<file path="src/rpsl_pkg.sv">
// Package for the remote port set-up loader: register map, field layout,
// switch decoding and baud table. Assumes a 32-bit Avalon-MM register bus.
package rpsl_pkg;

  // Register byte offsets
  localparam logic [4:0] RPSL_OFS_STATUS = 5'h00;
  localparam logic [4:0] RPSL_OFS_STAGE = 5'h04;
  localparam logic [4:0] RPSL_OFS_UNLOCK = 5'h08;
  localparam logic [4:0] RPSL_OFS_LINK = 5'h0C;
  localparam logic [4:0] RPSL_OFS_ADDR = 5'h10;
  localparam logic [4:0] RPSL_OFS_EVENT = 5'h14;

  // Encodings of the two-switch fields
  localparam logic [1:0] RPSL_PAIR_ZERO = 2'h0;
  localparam logic [1:0] RPSL_PAIR_FIRST = 2'h1;
  localparam logic [1:0] RPSL_PAIR_SECOND = 2'h2;

  // Event bit positions
  localparam int RPSL_EV_CFG_ERR = 0;
  localparam int RPSL_EV_LINK_FAIL = 1;
  localparam int RPSL_EV_ADDR_ERR = 2;
  localparam int RPSL_EV_LOCKED = 3;

  localparam logic [7:0] RPSL_CR = 8'h0D;
  localparam logic [7:0] RPSL_LF = 8'h0A;
  localparam logic [7:0] RPSL_CRC_POLY = 8'h07;
  localparam logic [3:0] RPSL_BAUD_LAST = 4'hB;
  localparam logic [12:0] RPSL_LINK_RST = 13'h0000;

  // Link parameters, bit 12 downward as they sit in the registers
  typedef struct packed {
    logic term_crlf;
    logic [3:0] baud_code;
    logic flow_ctr;
    logic free_tune;
    logic [1:0] parity;
    logic crc;
    logic link_ctrl;
    logic [1:0] addr_len;
  } rpsl_link_s;

  // Addressing set-up held in one register
  typedef struct packed {
    logic sys_ctrl;
    logic fixed_mode;
    logic [6:0] fixed_addr;
    logic [6:0] rx2_addr;
    logic [6:0] rx1_addr;
  } rpsl_addr_s;

  // Unlisted pair combinations fall back to the all-off meaning
  function automatic logic [1:0] rpsl_pair(input logic [1:0] p);
    return (p == RPSL_PAIR_FIRST || p == RPSL_PAIR_SECOND) ? p : RPSL_PAIR_ZERO;
  endfunction

  // Baud rate for each code; codes past the table read as the all-off rate
  function automatic logic [13:0] rpsl_baud(input logic [3:0] c);
    case (c)
      4'h1: return 14'd75;
      4'h2: return 14'd110;
      4'h3: return 14'd150;
      4'h4: return 14'd300;
      4'h5: return 14'd600;
      4'h6: return 14'd1200;
      4'h7: return 14'd1800;
      4'h8: return 14'd2000;
      4'h9: return 14'd2400;
      4'hA: return 14'd4800;
      4'hB: return 14'd9600;
      default: return 14'd50;
    endcase
  endfunction

endpackage

</file>
<file path="src/rpsl_loader.sv">
// Remote port set-up loader: switch capture, remote configure protocol,
// menu access behind a security code, addressing and packet trailer.
// Assumes switch and pin inputs synchronous to clk_sys, Avalon-MM master.
//
// Behaviour
// - Source switch off takes local switches; on means ports configured remotely.
// - Switch parameters latched once after power-up; later switch changes ignored.
// - Four baud switches decode as a code, 50 up to 9600.
// - Address length and parity pairs decode to zero/one/two and none/odd/even.
// - Single switches enable link control, CRC, free tune; flow picks RTS/CTR.
// - RTS for modem-type equipment, clear-to-receive for terminal-type equipment.
// - Menu changes to link parameters refused until security code entered.
// - New parameters accepted only while configure low; applied on release.
// - Failed remote programming reported as configuration error or link failure.
// - Duplicate address for second receiver of dual unit rejected; code checks menu writes only, not the switch capture.
// - With CRC selected, a check byte is appended to each packet.
// - Packets end in CR alone or CR then LF, as configured.
// - A system-controller unit refuses slave control.
// - Fixed addressing controls one slave; variable takes address per selection.
// - Dual unit bus address: first receiver even, second answers plus one.
// - Bus port CRC and terminator each taken from one switch.
`timescale 1ns/1ps
module rpsl_loader
  import rpsl_pkg::*;
#(
  parameter logic [15:0] SEC_CODE = 16'h0000
)(
  // Clock and power-up reset
  input wire logic clk_sys,
  input wire logic sys_rst,
  // Front-panel switches and straps
  input wire logic [7:0] sw_a,
  input wire logic [7:0] sw_b,
  input wire logic [6:0] addr_switch,
  input wire logic dual_unit,
  input wire logic bus_port,
  // Link side pins and events
  input wire logic configure_n,
  input wire logic link_fail,
  input wire logic [6:0] sel_addr,
  // Avalon-MM slave
  input wire logic [4:0] avs_address,
  input wire logic avs_read,
  input wire logic avs_write,
  input wire logic [31:0] avs_writedata,
  output logic [31:0] avs_readdata,
  output logic avs_waitrequest,
  // Packet data in
  input wire logic pkt_valid,
  input wire logic [7:0] pkt_data,
  input wire logic pkt_last,
  output logic pkt_ready,
  // Framed data out
  output logic out_valid,
  output logic [7:0] out_data,
  input wire logic out_ready,
  // Applied set-up
  output rpsl_link_s link_cfg,
  output logic [13:0] baud_rate,
  output logic clear_to_receive,
  output logic remote_source,
  output logic [6:0] rx1_addr,
  output logic [6:0] rx2_addr,
  output logic [6:0] target_addr,
  output logic slave_accept
);

  typedef enum {RPSL_ST_DATA, RPSL_ST_CRC, RPSL_ST_CR, RPSL_ST_LF} rpsl_tail_e;

  rpsl_link_s active_r, stage_r, sw_link, wr_link;
  rpsl_addr_s addr_r, wr_addr;
  rpsl_tail_e tail_r, tail_nxt;
  logic cap_done_r, src_r, unlock_r, cfg_low_r, ack_r;
  logic [3:0] event_r, ev_set, ev_clr;
  logic [7:0] crc_r, crc_nxt, out_data_r;
  logic out_valid_r;
  logic [31:0] rdata_r, rdata_nxt;
  logic wr_go, rd_go, wr_stage, wr_unlock, wr_link_en, wr_addr_en, wr_event;
  logic release_ev, stage_ok, link_ok, addr_dup, addr_odd, addr_ok;
  logic slot_free, take_in, take_tail;
  logic [6:0] even_sw;

  // Switch decode: pairs sanitised, out-of-table baud codes fall to all-off
  assign sw_link.addr_len = rpsl_pair(sw_a[1:0]);
  assign sw_link.link_ctrl = sw_a[2];
  assign sw_link.crc = sw_a[3];
  assign sw_link.parity = rpsl_pair(sw_a[5:4]);
  assign sw_link.free_tune = sw_a[6];
  assign sw_link.flow_ctr = sw_a[7];
  assign sw_link.baud_code = (sw_b[3:0] > RPSL_BAUD_LAST) ? 4'h0 : sw_b[3:0];
  assign sw_link.term_crlf = sw_b[4];

  // Software writes go through the same sanitising as the switches
  assign wr_link.addr_len = rpsl_pair(avs_writedata[1:0]);
  assign wr_link.link_ctrl = avs_writedata[2];
  assign wr_link.crc = avs_writedata[3];
  assign wr_link.parity = rpsl_pair(avs_writedata[5:4]);
  assign wr_link.free_tune = avs_writedata[6];
  assign wr_link.flow_ctr = avs_writedata[7];
  assign wr_link.baud_code = (avs_writedata[11:8] > RPSL_BAUD_LAST) ? 4'h0
                             : avs_writedata[11:8];
  assign wr_link.term_crlf = avs_writedata[12];
  assign wr_addr = rpsl_addr_s'(avs_writedata[22:0]);

  // Bus handshake: one wait state, the write lands on the edge with waitrequest low
  assign avs_waitrequest = (avs_read | avs_write) & ~ack_r;
  assign wr_go = avs_write & ack_r;
  assign rd_go = avs_read & ~ack_r;
  assign wr_stage = wr_go & (avs_address == RPSL_OFS_STAGE);
  assign wr_unlock = wr_go & (avs_address == RPSL_OFS_UNLOCK);
  assign wr_link_en = wr_go & (avs_address == RPSL_OFS_LINK);
  assign wr_addr_en = wr_go & (avs_address == RPSL_OFS_ADDR);
  assign wr_event = wr_go & (avs_address == RPSL_OFS_EVENT);

  // Acceptance conditions
  assign stage_ok = src_r & cfg_low_r & cap_done_r;
  assign link_ok = unlock_r & ~src_r;
  assign release_ev = cfg_low_r & configure_n & src_r & cap_done_r;
  assign addr_dup = dual_unit & ~bus_port & (wr_addr.rx2_addr == wr_addr.rx1_addr);
  assign addr_odd = dual_unit & bus_port & wr_addr.rx1_addr[0];
  assign addr_ok = unlock_r & ~addr_dup & ~addr_odd;
  assign even_sw = {addr_switch[6:1], 1'b0};

  // Events: a refused remote write is a configuration error
  assign ev_set[RPSL_EV_CFG_ERR] = wr_stage & ~stage_ok;
  assign ev_set[RPSL_EV_LINK_FAIL] = link_fail;
  assign ev_set[RPSL_EV_ADDR_ERR] = wr_addr_en & unlock_r & ~addr_ok;
  assign ev_set[RPSL_EV_LOCKED] = (wr_link_en & ~link_ok) | (wr_addr_en & ~unlock_r);
  assign ev_clr = wr_event ? avs_writedata[3:0] : 4'h0;

  // Read mux
  always_comb
  begin
    rdata_nxt = 32'h0000_0000;
    unique case (avs_address)
      RPSL_OFS_STATUS: rdata_nxt = {27'h0, unlock_r, cfg_low_r, src_r, cap_done_r, 1'b0};
      RPSL_OFS_STAGE: rdata_nxt = {19'h0, stage_r};
      RPSL_OFS_LINK: rdata_nxt = {19'h0, active_r};
      RPSL_OFS_ADDR: rdata_nxt = {9'h0, addr_r};
      RPSL_OFS_EVENT: rdata_nxt = {28'h0, event_r};
      default: rdata_nxt = 32'h0000_0000;
    endcase
  end

  // Bus answer registers
  always_ff @(posedge clk_sys or posedge sys_rst)
  begin
    if (sys_rst)
    begin
      ack_r <= 1'b0;
      rdata_r <= 32'h0000_0000;
    end
    else
    begin
      ack_r <= (avs_read | avs_write) & ~ack_r;
      if (rd_go)
        rdata_r <= rdata_nxt;
    end
  end
  assign avs_readdata = rdata_r;

  // Capture once after reset release; switches are then never looked at again
  always_ff @(posedge clk_sys or posedge sys_rst)
  begin
    if (sys_rst)
    begin
      cap_done_r <= 1'b0;
      src_r <= 1'b0;
      cfg_low_r <= 1'b0;
    end
    else
    begin
      cap_done_r <= 1'b1;
      if (!cap_done_r)
        src_r <= sw_b[7];
      cfg_low_r <= ~configure_n;
    end
  end

  // Applied link parameters
  always_ff @(posedge clk_sys or posedge sys_rst)
  begin
    if (sys_rst)
      active_r <= rpsl_link_s'(RPSL_LINK_RST);
    else if (!cap_done_r && !sw_b[7])
      active_r <= sw_link;
    else if (release_ev)
      active_r <= stage_r;
    else if (wr_link_en && link_ok)
      active_r <= wr_link;
  end

  // Staged remote parameters, written only while configure is held low
  always_ff @(posedge clk_sys or posedge sys_rst)
  begin
    if (sys_rst)
      stage_r <= rpsl_link_s'(RPSL_LINK_RST);
    else if (wr_stage && stage_ok)
      stage_r <= wr_link;
  end

  // Security lock: any wrong code locks again
  always_ff @(posedge clk_sys or posedge sys_rst)
  begin
    if (sys_rst)
      unlock_r <= 1'b0;
    else if (wr_unlock)
      unlock_r <= (avs_writedata[15:0] == SEC_CODE);
  end

  // Addressing: switch address forced even on a bus-port dual unit
  always_ff @(posedge clk_sys or posedge sys_rst)
  begin
    if (sys_rst)
      addr_r <= rpsl_addr_s'(23'h000000);
    else if (!cap_done_r)
    begin
      addr_r.rx1_addr <= (dual_unit && bus_port) ? even_sw : addr_switch;
      addr_r.rx2_addr <= 7'(even_sw + 7'h01);
    end
    else if (wr_addr_en && addr_ok)
    begin
      addr_r <= wr_addr;
      if (bus_port)
        addr_r.rx2_addr <= 7'(wr_addr.rx1_addr + 7'h01);
    end
  end

  // Sticky events, set wins over a clear in the same cycle
  always_ff @(posedge clk_sys or posedge sys_rst)
  begin
    if (sys_rst)
      event_r <= 4'h0;
    else
      event_r <= (event_r & ~ev_clr) | ev_set;
  end

  // Outputs of the applied set-up
  assign link_cfg = active_r;
  assign baud_rate = rpsl_baud(active_r.baud_code);
  assign clear_to_receive = active_r.flow_ctr;
  assign remote_source = src_r;
  assign rx1_addr = addr_r.rx1_addr;
  assign rx2_addr = dual_unit ? addr_r.rx2_addr : 7'h00;
  assign target_addr = addr_r.fixed_mode ? addr_r.fixed_addr : sel_addr;
  assign slave_accept = ~addr_r.sys_ctrl;

  // Packet trailer: data bytes, then optional check byte, CR, optional LF
  assign slot_free = ~out_valid_r | out_ready;
  assign pkt_ready = slot_free & (tail_r == RPSL_ST_DATA);
  assign take_in = pkt_valid & pkt_ready;
  assign take_tail = slot_free & (tail_r != RPSL_ST_DATA);

  // CRC-8 over the data bytes of one packet
  always_comb
  begin
    crc_nxt = crc_r ^ pkt_data;
    for (int i = 0; i < 8; i++)
      crc_nxt = crc_nxt[7] ? {crc_nxt[6:0], 1'b0} ^ RPSL_CRC_POLY : {crc_nxt[6:0], 1'b0};
  end

  // Next trailer state
  always_comb
  begin
    tail_nxt = tail_r;
    unique case (tail_r)
      RPSL_ST_DATA:
        if (take_in && pkt_last)
          tail_nxt = active_r.crc ? RPSL_ST_CRC : RPSL_ST_CR;
      RPSL_ST_CRC:
        if (take_tail)
          tail_nxt = RPSL_ST_CR;
      RPSL_ST_CR:
        if (take_tail)
          tail_nxt = active_r.term_crlf ? RPSL_ST_LF : RPSL_ST_DATA;
      RPSL_ST_LF:
        if (take_tail)
          tail_nxt = RPSL_ST_DATA;
    endcase
  end

  // Trailer registers; the output slot is a single stage, so data leaves in order
  always_ff @(posedge clk_sys or posedge sys_rst)
  begin
    if (sys_rst)
    begin
      tail_r <= RPSL_ST_DATA;
      crc_r <= 8'h00;
      out_valid_r <= 1'b0;
      out_data_r <= 8'h00;
    end
    else
    begin
      tail_r <= tail_nxt;
      if (take_in)
      begin
        out_data_r <= pkt_data;
        crc_r <= crc_nxt;
      end
      else if (take_tail)
      begin
        out_data_r <= (tail_r == RPSL_ST_CRC) ? crc_r
                      : (tail_r == RPSL_ST_CR) ? RPSL_CR : RPSL_LF;
        if (tail_r == RPSL_ST_CRC)
          crc_r <= 8'h00;
      end
      if (slot_free)
        out_valid_r <= take_in | take_tail;
    end
  end
  assign out_valid = out_valid_r;
  assign out_data = out_data_r;
endmodule // rpsl_loader

</file>
<file path="config.mk">
export PLATFORM = sky130hd
export DESIGN_NAME = rpsl_loader
export DESIGN_NICKNAME = d
export VERILOG_FILES = /design/src/rpsl_pkg.sv /design/src/rpsl_loader.sv
export SDC_FILE = /design/constraint.sdc
export NUM_CORES = 1
export LEC_CHECK = 0
export BUFFER_PORTS_ARGS = -buffer_cell sky130_fd_sc_hd__buf_4
export CORE_ASPECT_RATIO = 0.5
export CORE_MARGIN = 2
export CORE_UTILIZATION = 52
export DETAILED_ROUTE_END_ITERATION = 10
export GPL_ROUTABILITY_DRIVEN = 0
export GPL_TIMING_DRIVEN = 0
export PLACE_DENSITY_LB_ADDON = 0.12
export REMOVE_ABC_BUFFERS = 1
export SLEW_MARGIN = 20
export SYNTH_ARGS = -nofsm -noshare
export SYNTH_HDL_FRONTEND = slang
export SYNTH_SLANG_ARGS = --single-unit
</file>
<file path="constraint.sdc">
create_clock -name clk_sys -period 3.3 [get_ports clk_sys]
set_clock_uncertainty 0.05 [all_clocks]
set_input_delay 0.33 -clock clk_sys [delete_from_list [all_inputs] [get_ports clk_sys]]
set_output_delay 0.33 -clock clk_sys [all_outputs]
set_load 0.02 [all_outputs]
</file>
==> summary.txt, run 1 <==
endpoints failing hold = 0
first-pass GRT wire length = 24900 um
Max Clock Freq = 0.328 GHz
HPWL Detailed = 10800 um
drt first pass iters = 6
Die X = 153 um
Core ar. = 0.0109 mm2
Slowest-stage cell, CP = and4_1
RSZ-0062 raised after global routing = no
H-tree levels = 3
status = finished, final reports clean
vias in the first global route = 4897
Gate power share = 35.7%
sequential power share = 39.2%
cell area after placement = 0.00693 mm2
Setup crit start kind = flop
Rel. slew slack = 32.7%
WP data arrival = 3.23 ns
1st-iter DRT viols = 464
Top Ports = 180
PortBufs = 159
register area share after synthesis = 43.3%
Clk Latency, worst-skew pair = 0.35 ns
Final period util = 92.3%
area leader, netlist = dfrtp_1
cts bufs inserted = 9
DR vias = 4948
Req. time, crit path = 3.48 ns
clk buf depth = 2
Avg Vias per Cell = 5.60
Slew @ Worst Pin = 1.01 ns
gr usage total = 26.1%
Root Driver = clkbuf_16
Pwr per Cell Area = 566 mW/mm2
max-cap viol count = 0
area grow syn2layout = 25.1%
WL final = 15200 um
Crit. End Element = flop
Finished Cell Area = 0.00723 mm2
Mapped Area = 0.00578 mm2
Syn Inst Count = 609
die area = 0.0120 mm2
Nets = 828
largest net degree at the start of global routing = 70
number of routed nets with antenna violations = 0
Synth async-reset ratio = 100%
Synth warnings = 0
count leader, synth = dfrtp_1
clock sinks = 100
grt total ovfl = 0
library cells used by synthesis = 58
#FFs+latches synth = 100
CP peak stage delay = 1.00 ns
prevailing post-synth register cell = dfrtp_1
R2R depth = 3
crit path time final = 3.05 ns
Hold Path Stages = 2
final core occ = 66.3%
num rows = 27
layout cell share with drive strength beyond 1 = 29.8%
CTS tree = done
WS Path Type = reg -> reg
synth top area cells = dfrtp_1, o21ai_0, nand2_1, mux2_2, mux2i_1
DR WL/cell = 17.2 um
maximum fanout along the worst path = 25
final setup vio count = 0
Worst-path clk slew = 0.07 ns
EDFF count, synth = 0
part of the power in the clock network = 25.1%
initial antenna violation count = 0
Post-CTS Setup Bufs = 0
Final Total Pwr = 4.09 mW
Power Internal = 2.61 mW
Die Y = 78.5 um
Hold Slack = 0.0781 ns
max-slew violations = 0
leakage = 3.40 nW
Avg Cell Area, Syn = 9.49 um2
sw frac = 36.3%
Hold WC Path Type = in -> reg
fill count = 930
Total Neg Setup Slack = 0 ns
sw power = 1.49 mW
crit-path cells = and4_1 > a311o_2 > mux2_2
antenna cells = 0
Initial Util = 53.0%
top cell type's share of synthesized area = 43.3%
# DRC = 0
Post-synth top cells = dfrtp_1, nand2_1, o21ai_0, nor2_1, clkbuf_1
maximum VDD drop = 0.276 mV
## layout by cell type (no fill, tap or decap), types with 3 or more instances in the layout
cell type / count
conb_1: 10
a31oi_1: 6
and4_1: 3
nand4_1: 3
a21oi_1: 18
clkinvlp_4: 3
mux2_4: 8
nand3_1: 16
nor3b_1: 6
o31ai_1: 3
inv_1: 14
nand2_1: 85
and3_1: 5
mux2i_1: 24
and2_1: 13
nor2b_1: 9
nand2b_1: 11
a222oi_1: 11
dfrtp_1: 100
mux2_2: 25
xnor2_1: 22
o22ai_1: 6
xor2_1: 8
nor2_1: 34
a22oi_1: 4
o211ai_1: 3
ha_1: 8
clkbuf_16: 9
xnor3_1: 3
buf_4: 159
a221oi_1: 6
nor3_1: 4
o21ai_0: 65
## power groups by stage
stage                     combinational, mW  sequential (mW)  clock [mW]
after floorplan                       0.849             1.69           0
after global placement                 1.42             1.62           0
after detailed placement               1.46             1.63           0
after CTS                              1.47             1.60        1.05
after global routing                   1.61             1.64        1.10
final                                  1.46             1.60        1.03
## worst paths after layout
check,from,to,slack [ns]
worst max-delay path,cap_done_r,link_cfg[12],0.25
worst min-delay path,configure_n,cfg_low_r,0.08
worst max register to register,cap_done_r,link_cfg[12],0.25
worst min register to register,ack_r,ack_r,0.42
max in group asynchronous,sys_rst,stage_r[9],2.10
min in group asynchronous,sys_rst,avs_readdata[17],0.45
## metrics by stage
step | setup slack [ns] | std cells
2_1_floorplan | 0.301 | 562
3_3_place_gp | -0.950 | 866
3_5_place_dp | -0.0566 | 867
4_1_cts | 0.312 | 884
5_1_grt | 0.106 | 884
6_report | 0.255 | 884
## layout make-up
cell class / count / area, um2 / area share, %
Sequential cell: 100 / 2500 / 34.6
Tap cell: 145 / 181 / 2.51
Timing Repair Buffer: 161 / 1230 / 17.0
Clock inverter: 7 / 60.1 / 0.831
Clock buffer: 9 / 225 / 3.12
Inverter: 16 / 65.1 / 0.900
Multi-Input combinational cell: 446 / 2960 / 41.0
## metal layers
metal / track usage (%) / routed length (um) / vias to the layer above
met2: 42.5 / 7160 / 183
met3: 5.30 / 1090 / 30
li1: - / - / 2366
met4: 8.24 / 290 / 0
met5: 0 / 0 / -
met1: 35.5 / 6650 / 2369
## worst max-delay path, delay by kind of cell, from the launching register on
family,cells,cell delay [ns]
and+or+nand+nor,1,1.00
DFF,1,0.87
AOI/OAI and AO/OA,1,0.59
muxes,1,0.40
## flip-flops by register name (all words and copies together) (netlist names)
name / flops
stage_r: 13
cfg_low_r: 1
avs_readdata: 23
out_valid: 1
addr_r: 16
cap_done_r: 1
link_cfg: 12
rx1_addr: 7
ack_r: 1
event_r: 4
out_data: 8
remote_source: 1
clear_to_receive: 1
crc_r: 8
unlock_r: 1
tail_r: 2
## timing repair
item / 4_1_cts / 5_1_grt
hold endpoints to repair: 31 / 0
setup endpoints to repair: 6 / 0
hold buffers: 1 / 0
resized for setup: 1 / 0
## logic make-up after synthesis
kind of cell,after synthesis,share of synthesized area [%]
mux,58,11.3
simple gates,200,16.7
compound gates,137,15.0
xor+xnor,33,5.72
buf+inv,71,6.06
fa+ha+maj,8,1.73
flops,100,43.3
other cells,2,0.130
(Power assumes the default switching activity.)
==> run 2, diff against run 1 <==
- CELL_PAD_IN_SITES_DETAIL_PLACEMENT: unset -> 1
- CELL_PAD_IN_SITES_GLOBAL_PLACEMENT: unset -> 1
- CORE_UTILIZATION: 52 -> 39
==> summary.txt, run 2 (synthesis results as in run 1) <==
number of routed nets with antenna violations = 0 (unchanged)
CTS tree = done (unchanged)
Setup Slack @ Placement = -0.151 ns (was -0.0566 ns)
area grow syn2layout = 26.9% (was 25.1%)
final setup vio count = 0 (unchanged)
# DRC = 0 (unchanged)
placed cell count = 921 (was 867)
Setup crit start kind = flop (unchanged)
status = finished, final reports clean (unchanged)
HPWL Detailed = 12900 um (was 10800 um)
Final period util = 92.8% (was 92.3%)
vias in the first global route = 5213 (was 4897)
PnR worst setup slack = 0.239 ns (was 0.255 ns)
PortBufs = 159 (unchanged)
Initial Util = 39.9% (was 53.0%)
endpoints failing hold = 0 (unchanged)
Max Clock Freq = 0.327 GHz (was 0.328 GHz)
DR WL/cell = 19.2 um (was 17.2 um)
first-pass GRT wire length = 28600 um (was 24900 um)
Post-CTS Setup Bufs = 0 (unchanged)
Req. time, crit path = 3.48 ns (about the same)
WL met3 = 793 um (was 1090 um)
gr usage total = 23.2% (was 26.1%)
most frequent cells in the layout = buf_4, dfrtp_1, nand2_1 (unchanged)
WP data arrival = 3.25 ns (was 3.23 ns)
Rel. slew slack = 28.3% (was 32.7%)
clock sinks = 100 (unchanged)
antenna cells = 0 (unchanged)
crit-path cells = and4_1 > a311o_2 > mux2_2 (unchanged)
Worst-path clk slew = 0.08 ns (was 0.07 ns)
largest net degree at the start of global routing = 74 (was 70)
RSZ-0062 raised after global routing = no (unchanged)
max-slew violations = 0 (unchanged)
1st-iter DRT viols = 294 (was 464)
grt total ovfl = 0 (unchanged)
cts bufs inserted = 9 (unchanged)
DR vias = 5050 (was 4948)
CP peak stage delay = 0.95 ns (was 1.00 ns)
maximum fanout along the worst path = 25 (unchanged)
WL final = 18000 um (was 15200 um)
Core ar. = 0.0145 mm2 (was 0.0109 mm2)
max FFs per register = 23 (unchanged)
Slowest-stage cell, CP = and4_1 (unchanged)
Avg Vias per Cell = 5.38 (was 5.60)
Root Driver = clkbuf_16 (unchanged)
die area = 0.0159 mm2 (was 0.0120 mm2)
commonest non-fill, non-tap cell in the layout = buf_4 (unchanged)
WL met2 = 8880 um (was 7160 um)
layout cell share with drive strength beyond 1 = 29.7% (was 29.8%)
drt first pass iters = 5 (was 6)
Top Ports = 180 (unchanged)
wl on met1 = 8120 um (was 6650 um)
Crit. End Element = flop (unchanged)
highest routed metal layer = met4 (unchanged)
Slew @ Worst Pin = 1.08 ns (was 1.01 ns)
Final Non-Filler Cells = 938 (was 884)
clk buf depth = 2 (unchanged)
Clk Latency, worst-skew pair = 0.35 ns (about the same)
Nets = 829 (was 828)
Pwr per Cell Area = 574 mW/mm2 (was 566 mW/mm2)
crit path time final = 3.06 ns (was 3.05 ns)
H-tree levels = 3 (unchanged)
num rows = 31 (was 27)
Die X = 176 um (was 153 um)
leakage = 3.42 nW (was 3.40 nW)
maximum VDD drop = 0.218 mV (was 0.276 mV)
Die Y = 90.1 um (was 78.5 um)
initial antenna violation count = 0 (unchanged)
Hold WC Path Type = in -> reg (unchanged)
WS Path Type = reg -> reg (unchanged)
max-cap viol count = 0 (unchanged)
run 2: changes by cell type in the layout (fill, tap and decap cells not counted), sizes merged:
cell	delta
buf	+1
bufinv	+1
clkbuf	+1
clkinv	-1
clkinvlp	-2
inv	+1
run 2: power breakdown:
part | switching (mW) | total (mW) | internal (mW)
registers | 0.213 | 1.62 | 1.41
logic | 0.810 | 1.49 | 0.684
clock network | 0.500 | 1.10 | 0.596
total | 1.52 | 4.21 | 2.69
run 2: final cells by class:
| cell class | instances | area [um2] |
|---|---|---|
| clock buffer | 10 | 229 |
| clock inverter | 6 | 68.8 |
| fill | 1677 | 7130 |
| inverter | 16 | 65.1 |
| multi-input combinational | 446 | 2960 |
| sequential | 100 | 2500 |
| tap | 198 | 248 |
| timing repair buffer | 162 | 1260 |
run 2: worst max-delay path: cells and delay by family (launching register included):
| kind | cells | cell delay [ns] |
|---|---|---|
| flops | 1 | 0.92 |
| simple gates | 1 | 0.95 |
| mux | 1 | 0.40 |
| compound gates | 1 | 0.60 |
run 2: per-layer routing:
metal | up-vias | track usage, %
met1 | 2545 | 30.7
met3 | 15 | 4.02
met5 | - | 0
met2 | 124 | 39.8
met4 | 0 | 5.37
li1 | 2366 | -
run 2: timing repair:
item | in CTS | in global routing
hold buffers | 1 | 0
hold endpoints to repair | 27 | 0
resized for setup | 1 | 0
setup endpoints to repair | 7 | 0
run 2: final timing paths:
| kind | startpoint | end | slack [ns] | depth (start not counted) |
|---|---|---|---|---|
| worst max-delay path | cap_done_r | clear_to_receive | 0.24 | 3 |
| worst min-delay path | configure_n | cfg_low_r | 0.07 | 2 |
| worst max register to register | cap_done_r | clear_to_receive | 0.24 | 3 |
| worst min register to register | ack_r | ack_r | 0.40 | 1 |
| max in group asynchronous | sys_rst | stage_r[6] | 2.05 | 4 |
| min in group asynchronous | sys_rst | out_valid | 0.45 | 3 |
run 2: through the flow:
stage | TNS, ns | instance area (um2) | util [%] | total power, mW | hold WS (ns)
floorplan | 0 | 5520 | - | 2.54 | 0.339
global placement | -119.73 | 6960 | 48.1 | 3.08 | 0.383
detailed placement | -0.856 | 7030 | 48.6 | 3.14 | 0.268
CTS | 0 | 7340 | 50.7 | 4.25 | 0.0645
global route | 0 | 7340 | 50.7 | 4.47 | 0.0772
finish | 0 | 7340 | 50.7 | 4.21 | 0.0729
==> run 3, diff against run 2 <==
- CAP_MARGIN: unset -> 25
- PLACE_DENSITY_LB_ADDON: 0.12 -> 0.3
==> summary.txt, run 3 (synthesis results as in run 1) <==
status = finished, final reports clean (unchanged)
layout cell share with drive strength beyond 1 = 29.9% (was 29.7%)
grt total ovfl = 0 (unchanged)
DR WL/cell = 18.9 um (was 19.2 um)
Max Clock Freq = 0.327 GHz (about the same)
crit path time final = 3.06 ns (about the same)
Hold Slack = 0.0898 ns (was 0.0729 ns)
WS Path Type = reg -> reg (unchanged)
Top Ports = 180 (unchanged)
Post-CTS Setup Bufs = 0 (unchanged)
vias in the first global route = 5348 (was 5213)
most frequent cells in the layout = buf_4, dfrtp_1, nand2_1 (unchanged)
Core ar. = 0.0145 mm2 (unchanged)
PortBufs = 159 (unchanged)
number of routed nets with antenna violations = 0 (unchanged)
clock sinks = 100 (unchanged)
Setup crit start kind = flop (unchanged)
initial antenna violation count = 0 (unchanged)
CTS tree = done (unchanged)
Pwr per Cell Area = 573 mW/mm2 (was 574 mW/mm2)
largest net degree at the start of global routing = 76 (was 74)
clk buf depth = 2 (unchanged)
Crit. End Element = flop (unchanged)
H-tree levels = 3 (unchanged)
max-cap viol count = 0 (unchanged)
WP data arrival = 3.24 ns (was 3.25 ns)
max FFs per register = 23 (unchanged)
Final period util = 92.7% (was 92.8%)
maximum VDD drop = 0.278 mV (was 0.218 mV)
first-pass GRT wire length = 28500 um (was 28600 um)
Root Driver = clkbuf_16 (unchanged)
Final Total Pwr = 4.20 mW (was 4.21 mW)
Hold WC Path Type = in -> reg (unchanged)
Slew @ Worst Pin = 0.974 ns (was 1.08 ns)
cts bufs inserted = 9 (unchanged)
antenna cells = 0 (unchanged)
Clk Latency, worst-skew pair = 0.35 ns (about the same)
num rows = 31 (unchanged)
Nets = 829 (unchanged)
final setup vio count = 0 (unchanged)
fill count = 1695 (was 1677)
1st-iter DRT viols = 341 (was 294)
gr usage total = 22.8% (was 23.2%)
commonest non-fill, non-tap cell in the layout = buf_4 (unchanged)
drt first pass iters = 8 (was 5)
Worst-path clk slew = 0.07 ns (was 0.08 ns)
maximum fanout along the worst path = 25 (unchanged)
die area = 0.0159 mm2 (unchanged)
leakage = 3.42 nW (about the same)
endpoints failing hold = 0 (unchanged)
HPWL Detailed = 12600 um (was 12900 um)
# DRC = 0 (unchanged)
Initial Util = 39.9% (unchanged)
Die X = 176 um (unchanged)
Avg Vias per Cell = 5.33 (was 5.38)
area grow syn2layout = 26.8% (was 26.9%)
WL final = 17700 um (was 18000 um)
Die Y = 90.1 um (unchanged)
RSZ-0062 raised after global routing = no (unchanged)
Rel. slew slack = 35.1% (was 28.3%)
Req. time, crit path = 3.48 ns (about the same)
max-slew violations = 0 (unchanged)
DR vias = 4996 (was 5050)
run 3: critical path, stage by stage, from the launching register on:
cell and delay [ns]:
dfrtp_1 0.89, and4_1 0.98, a311o_2 0.61, mux2_2 0.40
run 3: worst paths after layout:
path	slack (ns)	cells past startpoint	endpoint	start
max in group asynchronous	2.09	4	clear_to_receive	sys_rst
worst min-delay path	0.09	2	cfg_low_r	configure_n
worst min register to register	0.41	1	ack_r	ack_r
worst max register to register	0.24	3	link_cfg[12]	cap_done_r
worst max-delay path	0.24	3	link_cfg[12]	cap_done_r
min in group asynchronous	0.45	3	crc_r[7]	sys_rst
run 3: layout make-up:
class | instances | area, um2 | share of cell area (%)
Clock inverter | 5 | 61.3 | 0.837
Multi-Input combinational cell | 446 | 2970 | 40.5
Timing Repair Buffer | 162 | 1250 | 17.0
Clock buffer | 10 | 239 | 3.26
Sequential cell | 100 | 2500 | 34.1
Inverter | 16 | 65.1 | 0.888
Tap cell | 198 | 248 | 3.38
run 3: stage by stage:
step                utilization, %  instances  area [um2]  setup slack, ns  setup TNS [ns]
floorplan                        -        562        5520            0.301               0
global placement              48.1        919        6960            -1.18         -117.70
detailed placement            48.4        920        7000           -0.103          -0.494
CTS                           50.5        936        7310            0.275               0
global route                  50.7        937        7330           0.0621               0
finish                        50.7        937        7330            0.240               0
run 3: what timing repair did:
item / CTS / global route
endpoints found under the hold margin: 25 / 0
setup endpoints to repair: 7 / 0
resized for setup: 1 / 0
hold buffers: 1 / 0
run 3: routing by layer:
| layer | GRT usage, % | up-vias | routed length [um] |
|---|---|---|---|
| met5 | 0 | - | 0 |
| met4 | 6.47 | 0 | 327 |
| met3 | 3.72 | 27 | 826 |
| met2 | 39.1 | 130 | 8670 |
| met1 | 29.9 | 2481 | 7840 |
| li1 | - | 2358 | - |
run 3: power breakdown:
group	switching (mW)	internal (mW)	leakage (nW)
sequential	0.200	1.41	1.28
combinational	0.818	0.680	1.99
clock	0.486	0.610	0.149
total	1.50	2.70	3.42
